`src/fitp_pkg.sv`:
```
// shared constants for the flag, interrupt request and timer pin block
package fitp_pkg;

   // widths
   localparam int unsigned NUM_FLAGS = 4;
   localparam int unsigned NUM_IRQS  = 4;
   localparam int unsigned ADDR_W    = 8;
   localparam int unsigned DATA_W    = 32;
   localparam int unsigned STAT_W    = 9;

   // register byte offsets
   localparam logic [7:0] OFS_FLAG_DIR   = 8'h00;
   localparam logic [7:0] OFS_FLAG_OUT   = 8'h04;
   localparam logic [7:0] OFS_FLAG_IN    = 8'h08;
   localparam logic [7:0] OFS_IRQ_CTRL   = 8'h0C;
   localparam logic [7:0] OFS_IRQ_PEND   = 8'h10;
   localparam logic [7:0] OFS_STRAP      = 8'h14;
   localparam logic [7:0] OFS_TMR_PERIOD = 8'h18;
   localparam logic [7:0] OFS_TMR_CTRL   = 8'h1C;
   localparam logic [7:0] OFS_INT_STAT   = 8'h20;
   localparam logic [7:0] OFS_INT_MASK   = 8'h24;

   // field positions
   localparam int unsigned IRQ_EN_LSB     = 0;
   localparam int unsigned IRQ_EDGE_LSB   = 4;
   localparam int unsigned STRAP_TMR_BIT  = 0;
   localparam int unsigned STRAP_IRQ_BIT  = 1;
   localparam int unsigned TMR_EN_BIT     = 0;
   localparam int unsigned STAT_IRQ_LSB   = 0;
   localparam int unsigned STAT_TMR_BIT   = 4;
   localparam int unsigned STAT_FLAG_LSB  = 5;

   // reset values
   localparam logic [3:0]  RST_FLAG_DIR   = 4'h0;
   localparam logic [3:0]  RST_FLAG_OUT   = 4'h0;
   localparam logic [3:0]  RST_IRQ_EN     = 4'h0;
   localparam logic [3:0]  RST_IRQ_EDGE   = 4'h0;
   localparam logic [31:0] RST_TMR_PERIOD = 32'h0000_0000;
   localparam logic        RST_TMR_EN     = 1'b0;
   localparam logic [8:0]  RST_INT_MASK   = 9'h000;

   // expiry pulse length in system clock cycles
   localparam logic [2:0]  TMR0_PULSE_CYCLES = 3'h4;

endpackage

```
`src/fitp_top.sv`:
```
// Operation
// - flags individually input or output, readable conditions
// - flags are inputs after every reset
// - enabled asserted low request raises core interrupt
// - per-input edge or level detection select
// - requests disabled after reset unless boot strap
// - expiry output high exactly four clock cycles; with a timer period below 4 the pulses merge and the output stays high longer
// - expiry pin sampled as strap during reset
//
// Design decisions made here: the address map and the APB register port.
`timescale 1ns/10ps
module fitp_top
   import fitp_pkg::*;
(
   input  wire logic                         ref_clk,          // system clock, 40 MHz
   input  wire logic                         rst,              // synchronous reset, active high
   // apb slave
   input  wire logic                         psel,             // slave select
   input  wire logic                         penable,          // access phase
   input  wire logic                         pwrite,           // 1 write, 0 read
   input  wire logic [fitp_pkg::ADDR_W-1:0]  paddr,            // byte address
   input  wire logic [fitp_pkg::DATA_W-1:0]  pwdata,           // write data
   output logic      [fitp_pkg::DATA_W-1:0]  prdata,           // read data
   output logic                              pready,           // always ready
   output logic                              pslverr,          // unmapped address
   // program flag pins
   input  wire logic [fitp_pkg::NUM_FLAGS-1:0] programFlagIn,  // pin level
   output logic      [fitp_pkg::NUM_FLAGS-1:0] programFlagOut, // driven level
   output logic      [fitp_pkg::NUM_FLAGS-1:0] programFlagOe,  // high while driving
   output logic      [fitp_pkg::NUM_FLAGS-1:0] programCond,    // conditions for the core
   // interrupt request inputs
   input  wire logic [fitp_pkg::NUM_IRQS-1:0]  irqReqInN,      // active low request pins
   input  wire logic [fitp_pkg::NUM_IRQS-1:0]  irqCoreAck,     // core takes the interrupt
   output logic      [fitp_pkg::NUM_IRQS-1:0]  irqCoreReq,     // interrupt to the core
   input  wire logic                           bootIrqStrap,   // boot strap pin selects irq boot
   // timer 0 expired pin
   input  wire logic                         timer0ExpIn,      // pin level, strap at reset
   output logic                              timer0ExpOut,     // expiry pulse
   output logic                              timer0ExpOe,      // high while driving
   // interrupt output
   output logic                              intReq            // unmasked status pending
);
   import fitp_pkg::*;

   // synchronised pins
   logic [NUM_FLAGS-1:0] flagSync;
   logic [NUM_IRQS-1:0]  irqSyncN;
   logic                 strapIrqSync;
   logic                 tmrPinSync;

   // control registers
   logic [NUM_FLAGS-1:0] flagDir;
   logic [NUM_FLAGS-1:0] flagOutReg;
   logic [NUM_IRQS-1:0]  irqEnable;
   logic [NUM_IRQS-1:0]  irqEdge;
   logic [31:0]          tmrPeriod;
   logic                 tmrEnable;
   logic [STAT_W-1:0]    intMask;
   logic [STAT_W-1:0]    intStatus;

   // strap state
   logic                 strapTmr;
   logic                 strapIrq;
   logic                 strapLoad;

   // timer state
   logic [31:0]          tmrCount;
   logic                 tmrExpire;
   logic [2:0]           pulseCount;

   // channel outputs
   logic [NUM_IRQS-1:0]  irqPending;
   logic [NUM_IRQS-1:0]  irqEvent;
   logic [NUM_IRQS-1:0]  irqAck;

   // flag change detection
   logic [NUM_FLAGS-1:0] flagLast;
   logic [NUM_FLAGS-1:0] flagChange;

   // bus decode
   logic                 setupPhase;
   logic                 accessWr;
   logic                 accessRd;
   logic                 addrHit;
   logic [DATA_W-1:0]    next_prdata;
   logic [STAT_W-1:0]    statSet;
   logic [STAT_W-1:0]    statClr;
   logic [NUM_IRQS-1:0]  pendClr;

   fitp_sync #(
      .WIDTH     (NUM_FLAGS),
      .RESET_VAL (4'h0)
   ) u_flag_sync (
      .ref_clk (ref_clk),
      .rst     (rst),
      .asyncIn (programFlagIn),
      .syncOut (flagSync)
   );

   fitp_sync #(
      .WIDTH     (NUM_IRQS),
      .RESET_VAL (4'hF)
   ) u_irq_sync (
      .ref_clk (ref_clk),
      .rst     (rst),
      .asyncIn (irqReqInN),
      .syncOut (irqSyncN)
   );

   // strap pin synchronisers
   fitp_sync #(
      .WIDTH     (2),
      .RESET_VAL (2'h0)
   ) u_strap_sync (
      .ref_clk (ref_clk),
      .rst     (1'b0),
      .asyncIn ({bootIrqStrap, timer0ExpIn}),
      .syncOut ({strapIrqSync, tmrPinSync})
   );

   // bus phase decode
   assign setupPhase = psel & ~penable;
   assign accessWr   = psel & penable & pwrite;
   assign accessRd   = psel & penable & ~pwrite;
   assign pready     = 1'b1;

   // address map check
   always_comb begin
      case (paddr)
         OFS_FLAG_DIR, OFS_FLAG_OUT, OFS_FLAG_IN, OFS_IRQ_CTRL, OFS_IRQ_PEND,
         OFS_STRAP, OFS_TMR_PERIOD, OFS_TMR_CTRL, OFS_INT_STAT, OFS_INT_MASK: begin
            addrHit = 1'b1;
         end
         default: begin
            addrHit = 1'b0;
         end
      endcase
   end

   // strap capture while reset is held
   always_ff @(posedge ref_clk) begin
      if (rst) begin
         strapTmr  <= tmrPinSync;
         strapIrq  <= strapIrqSync;
         strapLoad <= 1'b1;
      end else begin
         strapLoad <= 1'b0;
      end
   end

   always_ff @(posedge ref_clk) begin
      if (rst) begin
         flagDir <= RST_FLAG_DIR;
      end else if (accessWr && paddr == OFS_FLAG_DIR) begin
         flagDir <= pwdata[NUM_FLAGS-1:0];
      end
   end

   // flag output level register
   always_ff @(posedge ref_clk) begin
      if (rst) begin
         flagOutReg <= RST_FLAG_OUT;
      end else if (accessWr && paddr == OFS_FLAG_OUT) begin
         flagOutReg <= pwdata[NUM_FLAGS-1:0];
      end
   end

   assign programFlagOe  = flagDir;
   assign programFlagOut = flagOutReg;
   assign programCond    = flagSync;

   // flag input change detection
   always_ff @(posedge ref_clk) begin
      if (rst) begin
         flagLast <= 4'h0;
      end else begin
         flagLast <= flagSync;
      end
   end
   assign flagChange = (flagSync ^ flagLast) & ~flagDir;

   // request enables, strap decides after reset
   always_ff @(posedge ref_clk) begin
      if (rst) begin
         irqEnable <= RST_IRQ_EN;
      end else if (strapLoad) begin
         irqEnable <= {NUM_IRQS{strapIrq}};
      end else if (accessWr && paddr == OFS_IRQ_CTRL) begin
         irqEnable <= pwdata[IRQ_EN_LSB +: NUM_IRQS];
      end
   end

   // edge or level select per input
   always_ff @(posedge ref_clk) begin
      if (rst) begin
         irqEdge <= RST_IRQ_EDGE;
      end else if (accessWr && paddr == OFS_IRQ_CTRL) begin
         irqEdge <= pwdata[IRQ_EDGE_LSB +: NUM_IRQS];
      end
   end

   // software clears edge latches by writing ones
   assign pendClr = (accessWr && paddr == OFS_IRQ_PEND) ? pwdata[NUM_IRQS-1:0] : 4'h0;
   assign irqAck  = pendClr | irqCoreAck;

   genvar gi;
   generate
      for (gi = 0; gi < NUM_IRQS; gi++) begin : g_irq
         fitp_irq_chan u_chan (
            .ref_clk  (ref_clk),
            .rst      (rst),
            .reqLevel (~irqSyncN[gi]),
            .enable   (irqEnable[gi]),
            .edgeMode (irqEdge[gi]),
            .ack      (irqAck[gi]),
            .pending  (irqPending[gi]),
            .reqEvent (irqEvent[gi])
         );
      end
   endgenerate

   assign irqCoreReq = irqPending;

   // timer period register
   always_ff @(posedge ref_clk) begin
      if (rst) begin
         tmrPeriod <= RST_TMR_PERIOD;
      end else if (accessWr && paddr == OFS_TMR_PERIOD) begin
         tmrPeriod <= pwdata;
      end
   end

   // timer enable register
   always_ff @(posedge ref_clk) begin
      if (rst) begin
         tmrEnable <= RST_TMR_EN;
      end else if (accessWr && paddr == OFS_TMR_CTRL) begin
         tmrEnable <= pwdata[TMR_EN_BIT];
      end
   end

   // timer 0 down counter, reloads on expiry
   always_ff @(posedge ref_clk) begin
      if (rst) begin
         tmrCount <= RST_TMR_PERIOD;
      end else if (!tmrEnable) begin
         tmrCount <= tmrPeriod;
      end else if (tmrCount == 32'h0000_0000) begin
         tmrCount <= tmrPeriod;
      end else begin
         tmrCount <= tmrCount - 32'h0000_0001;
      end
   end
   assign tmrExpire = tmrEnable && (tmrCount == 32'h0000_0000);

   // four cycle expiry pulse, restarts on expiry
   always_ff @(posedge ref_clk) begin
      if (rst) begin
         pulseCount <= 3'h0;
      end else if (tmrExpire) begin
         pulseCount <= TMR0_PULSE_CYCLES;
      end else if (pulseCount != 3'h0) begin
         pulseCount <= pulseCount - 3'h1;
      end
   end

   always_ff @(posedge ref_clk) begin
      if (rst) begin
         timer0ExpOut <= 1'b0;
      end else begin
         timer0ExpOut <= tmrExpire || (pulseCount > 3'h1);
      end
   end

   // pin released during reset, driven after
   always_ff @(posedge ref_clk) begin
      if (rst) begin
         timer0ExpOe <= 1'b0;
      end else begin
         timer0ExpOe <= 1'b1;
      end
   end

   // interrupt mask register
   always_ff @(posedge ref_clk) begin
      if (rst) begin
         intMask <= RST_INT_MASK;
      end else if (accessWr && paddr == OFS_INT_MASK) begin
         intMask <= pwdata[STAT_W-1:0];
      end
   end

   // sticky status, read clears, set wins
   always_comb begin
      statSet = '0;
      statSet[STAT_IRQ_LSB +: NUM_IRQS]   = irqEvent;
      statSet[STAT_TMR_BIT]               = tmrExpire;
      statSet[STAT_FLAG_LSB +: NUM_FLAGS] = flagChange;
      statClr = (accessRd && paddr == OFS_INT_STAT) ? {STAT_W{1'b1}} : '0;
   end

   always_ff @(posedge ref_clk) begin
      if (rst) begin
         intStatus <= '0;
      end else begin
         intStatus <= (intStatus & ~statClr) | statSet;
      end
   end

   // level interrupt output
   assign intReq = |(intStatus & intMask);

   // read data mux, sampled in the setup cycle
   always_comb begin
      next_prdata = '0;
      case (paddr)
         OFS_FLAG_DIR: begin
            next_prdata[NUM_FLAGS-1:0] = flagDir;
         end
         OFS_FLAG_OUT: begin
            next_prdata[NUM_FLAGS-1:0] = flagOutReg;
         end
         OFS_FLAG_IN: begin
            next_prdata[NUM_FLAGS-1:0] = flagSync;
         end
         OFS_IRQ_CTRL: begin
            next_prdata[IRQ_EN_LSB +: NUM_IRQS]   = irqEnable;
            next_prdata[IRQ_EDGE_LSB +: NUM_IRQS] = irqEdge;
         end
         OFS_IRQ_PEND: begin
            next_prdata[NUM_IRQS-1:0] = irqPending;
         end
         OFS_STRAP: begin
            next_prdata[STRAP_TMR_BIT] = strapTmr;
            next_prdata[STRAP_IRQ_BIT] = strapIrq;
         end
         OFS_TMR_PERIOD: begin
            next_prdata = tmrPeriod;
         end
         OFS_TMR_CTRL: begin
            next_prdata[TMR_EN_BIT] = tmrEnable;
         end
         OFS_INT_STAT: begin
            next_prdata[STAT_W-1:0] = intStatus | statSet;
         end
         OFS_INT_MASK: begin
            next_prdata[STAT_W-1:0] = intMask;
         end
         default: begin
            next_prdata = '0;
         end
      endcase
   end

   // registered read data and error
   always_ff @(posedge ref_clk) begin
      if (rst) begin
         prdata  <= '0;
         pslverr <= 1'b0;
      end else if (setupPhase) begin
         prdata  <= next_prdata;
         pslverr <= ~addrHit;
      end
   end
endmodule // fitp_top

```
`src/fitp_sync.sv`:
```
`timescale 1ns/10ps
// two-stage synchroniser for asynchronous pin levels
module fitp_sync #(
   parameter int unsigned WIDTH = 1,
   parameter logic [WIDTH-1:0] RESET_VAL = '0
) (
   input  wire logic             ref_clk, // system clock
   input  wire logic             rst,     // synchronous reset
   input  wire logic [WIDTH-1:0] asyncIn, // raw pin level
   output logic      [WIDTH-1:0] syncOut  // level on ref_clk
);
   logic [WIDTH-1:0] stage1;

   // first stage is read only by the second
   always_ff @(posedge ref_clk) begin
      if (rst) begin
         stage1  <= RESET_VAL;
         syncOut <= RESET_VAL;
      end else begin
         stage1  <= asyncIn;
         syncOut <= stage1;
      end
   end
endmodule // fitp_sync

```
`src/fitp_irq_chan.sv`:
```
`timescale 1ns/10ps
// one interrupt request channel: edge or level detection
module fitp_irq_chan (
   input  wire logic ref_clk,  // system clock
   input  wire logic rst,      // synchronous reset
   input  wire logic reqLevel, // synced request, high when asserted
   input  wire logic enable,   // channel enabled
   input  wire logic edgeMode, // 1 edge, 0 level
   input  wire logic ack,      // core or software clears edge latch
   output logic      pending,  // request toward the core
   output logic      reqEvent  // one-cycle pulse on a new request
);
   logic reqLast;
   logic edgeLatch;
   logic newEdge;

   // assertion edge of the synced request
   assign newEdge = reqLevel & ~reqLast;

   always_ff @(posedge ref_clk) begin
      if (rst) begin
         reqLast <= 1'b0;
      end else begin
         reqLast <= reqLevel;
      end
   end

   // edge latch, a new edge wins over the clear
   always_ff @(posedge ref_clk) begin
      if (rst) begin
         edgeLatch <= 1'b0;
      end else if (!enable || !edgeMode) begin
         edgeLatch <= 1'b0;
      end else if (newEdge) begin
         edgeLatch <= 1'b1;
      end else if (ack) begin
         edgeLatch <= 1'b0;
      end
   end

   // request seen by the core
   assign pending = enable & (edgeMode ? edgeLatch : reqLevel);
   assign reqEvent = enable & newEdge;
endmodule // fitp_irq_chan

```
`config.mk`:
```
export PLATFORM = sky130hd
export DESIGN_NAME = fitp_top
export DESIGN_NICKNAME = d
export VERILOG_FILES = /design/src/fitp_pkg.sv /design/src/fitp_top.sv /design/src/fitp_sync.sv /design/src/fitp_irq_chan.sv
export SDC_FILE = /design/constraint.sdc
export NUM_CORES = 1
export LEC_CHECK = 0
export ABC_AREA = 1
export BUFFER_PORTS_ARGS = -buffer_cell sky130_fd_sc_hd__buf_2
export CORE_AREA = 2 2 165 86
export DETAILED_ROUTE_END_ITERATION = 8
export DIE_AREA = 0 0 167 88
export GPL_ROUTABILITY_DRIVEN = 1
export GPL_TIMING_DRIVEN = 0
export PLACE_DENSITY = 0.86
export SYNTH_ARGS = -nofsm -noshare
export SYNTH_HDL_FRONTEND = slang
export SYNTH_SLANG_ARGS = --single-unit
export TNS_END_PERCENT = 5
```
`constraint.sdc`:
```
create_clock -name ref_clk -period 2.3 [get_ports ref_clk]
set_input_delay 0.115 -clock ref_clk [delete_from_list [all_inputs] [get_ports ref_clk]]
set_output_delay 0.115 -clock ref_clk [all_outputs]
set_load 0.02 [all_outputs]
```
==> run summary <==
Status: finished, final reports clean
First-pass GRT wire length: 38500 um
Max Cap Viol: 0
Synth cell count leaders: nand2_1, dfxtp_1, a21oi_1, o21ai_0, inv_1
Leakage: 4.18 nW
Crit. End Element: flop
Height of the die: 88 um
Cell count after synthesis: 999
Hpwl dp: 18500 um
Critical Path RT: 2610 ps
CTS buffer count: 17
Least-Margin Pin Slew: 789 ps
DP Worst Slack: 321 ps
Synth Cell Area: 7540 sq um
Hold WS: 16.4 ps
Core Area: 13300 sq um
Maximum VDD drop: 0.524 mV
Worst R2R Path Depth: 10
PortBufs: 110
DRC: 0
Setup violations, final: 0
Fin crit period: 2060 ps
Clock latency on the worst-skew pair: 440 ps
Pin count of the biggest net entering global routing: 19
Die Area: 14700 sq um
Dominant synthesized flop cell: dfxtp_1
CTS H-Tree Depth: 4
Via/cell ratio: 5.72
Synth cell types: 41
Share of flip-flops with an asynchronous set or reset: 0%
Postcts setup bufs: 0
EDFF count, synth: 2
DR vias: 7750
Synth Warn #: 0
Post-DP Area: 8310 sq um
Top-count cell post-synth: nand2_1
Final core utilization: 70.2%
Finished Layout Cells: 1356
Vias in the first global route: 6935
Global route overflow: 0
Synth Net Count: 1062
RSZ-0062 raised after global routing: no
Layout Nets: 1230
Yosys reg bits: 172
Clk root buf: clkbuf_16
Die Wd: 167 um
Starting density of the core: 56.9%
# diodes: 0
Max clock buf depth: 2
Gpl congestion: 1.00
Total Neg Setup Slack: 0 ps
Layout cells sized above 1: 19.6%
Hold path depth: 3
Clock transition at path regs: 70 ps
Top-area cell type share of the netlist area: 45.1%
Arr. time, crit path: 2370 ps
Total power: 6.65 mW
CP startpoint kind: flop
Hold Vio Cnt, Final: 0
Area leader, netlist: dfxtp_1
Hold crit path type: in -> reg
Ranking of synthesized cells by area: dfxtp_1, nand2_1, a21oi_1
Placed insts: 1285
Total track usage: 34.7%
I/O pin total: 112
CTS tree: done
Initial antenna violation count: 0
Kind of critical path: reg -> reg
Wirelength, routed: 25400 um
DRT Pass-1 Iters: 6
Antenna viol nets, final: 0
Pwr dens: 715 nW/um^2
Initial DRC Count: 1079
Final period util: 89.4%
Layout fillers: 1093
F_max: 486 MHz
Core Rows: 30
Clock skew: 16.0 ps
WL/cell: 18.7 um
Post-synthesis sequential area ratio: 45.9%
Final Worst Setup Slack: 244 ps
CP max FO: 10
CTS Sinks: 172
Final instance area: 9310 sq um
Post-Syn Area per Cell: 7.55 sq um
Relative slew margins: 47.0%
Fin. max-slew vios: 0
Synth-to-Final Area Change: 23.4%
[routing by layer]
metal  wire length (um)  part of all wire [%]  GRT usage [%]
met1              11300                    45           51.0
met3               4200                    17           14.5
met4                320                   1.3           6.19
met2               9570                    38           47.4
met5                  0                     0              0
[repair_timing]
item	in CTS	in global routing
hold buffers	39	0
endpoints found under the setup margin	0	0
gates resized for setup	0	0
hold endpoints to repair	41	0
[kinds of logic (layout without fill, tap and decap cells)]
logic type	after synthesis	count (layout)	synth area share [%]
XOR/XNOR	23	23	2.67
AO/OA/AOI/OAI	251	251	17.4
other	1	1	0.0497
flip-flops	172	172	45.9
AND/OR/NAND/NOR	401	401	24.5
adder cells (fa/ha/maj)	4	4	0.663
buffers and inverters	147	328	8.77
[critical path, cell delays in order, from the launching register on]
cell,delay (ps)
dfxtp_1,330
inv_1,110
ha_1,210
nand2_2,120
nor2_4,200
nand2_2,90
nor2_4,220
nor2_8,100
buf_6,170
o21ai_0,300
a21oi_1,70
[sequential cells by signal, summed over array words and instances (netlist names), 2 cells and up]
| name | flops |
|---|---|
| flagLast | 4 |
| g_irq.u_chan.edgeLatch | 4 |
| g_irq.u_chan.reqLast | 4 |
| intMask | 9 |
| intStatus | 9 |
| irqEdge | 4 |
| irqEnable | 4 |
| prdata | 32 |
| programFlagOe | 4 |
| programFlagOut | 4 |
| pulseCount | 3 |
| tmrCount | 32 |
| tmrPeriod | 32 |
| u_flag_sync.stage1 | 4 |
| u_flag_sync.syncOut | 4 |
| u_irq_sync.stage1 | 4 |
| u_irq_sync.syncOut | 4 |
| u_strap_sync.stage1 | 2 |
| u_strap_sync.syncOut | 2 |
[cell usage in the layout (no fill, tap or decap), types with 4 or more instances in the layout]
cell,instances
o21ai_0,104
nand3b_1,7
buf_6,5
inv_6,6
a21oi_1,116
nand4_1,8
nor3_1,17
a21oi_2,6
dlygate4sd3_1,39
o21ai_1,8
clkbuf_1,23
xnor2_1,10
clkbuf_16,17
nor2_4,8
ha_1,4
inv_1,95
dfxtp_1,170
nand2_1,176
buf_2,121
nor2_2,20
buf_4,7
o22ai_1,5
nand2_2,9
or2_2,9
nand3_1,45
nor2_1,94
xor2_1,13
a31oi_1,7
[power breakdown]
part	total [mW]	switching [mW]	internal (mW)	leakage, nW
Clock	2.94	1.38	1.55	0.295
Sequential	3.13	0.0584	3.08	1.40
Combinational	0.584	0.362	0.222	2.48
Total	6.65	1.80	4.85	4.18
[path summary, 6_finish.rpt]
| path | slack [ps] | to | startpoint |
|---|---|---|---|
| setup / recovery | 240 | tmrCount[31] | tmrCount[0] |
| hold / removal | 20 | tmrPeriod[16] | pwdata[16] |
| setup reg to reg | 240 | tmrCount[31] | tmrCount[0] |
| hold reg to reg | 340 | u_strap_sync.syncOut[0] | u_strap_sync.stage1[0] |
[area by class of cell]
class,instances,area (sq um),area share [%]
Timing Repair Buffer,149,941,10.1
Multi-Input combinational cell,680,3420,36.7
Inverter,99,377,4.05
Tap cell,176,220,2.37
Buffer,48,285,3.07
Sequential cell,172,3460,37.2
Clock buffer,17,425,4.57
Clock inverter,15,176,1.90
No activity file was read; power rests on OpenSTA's default activity.
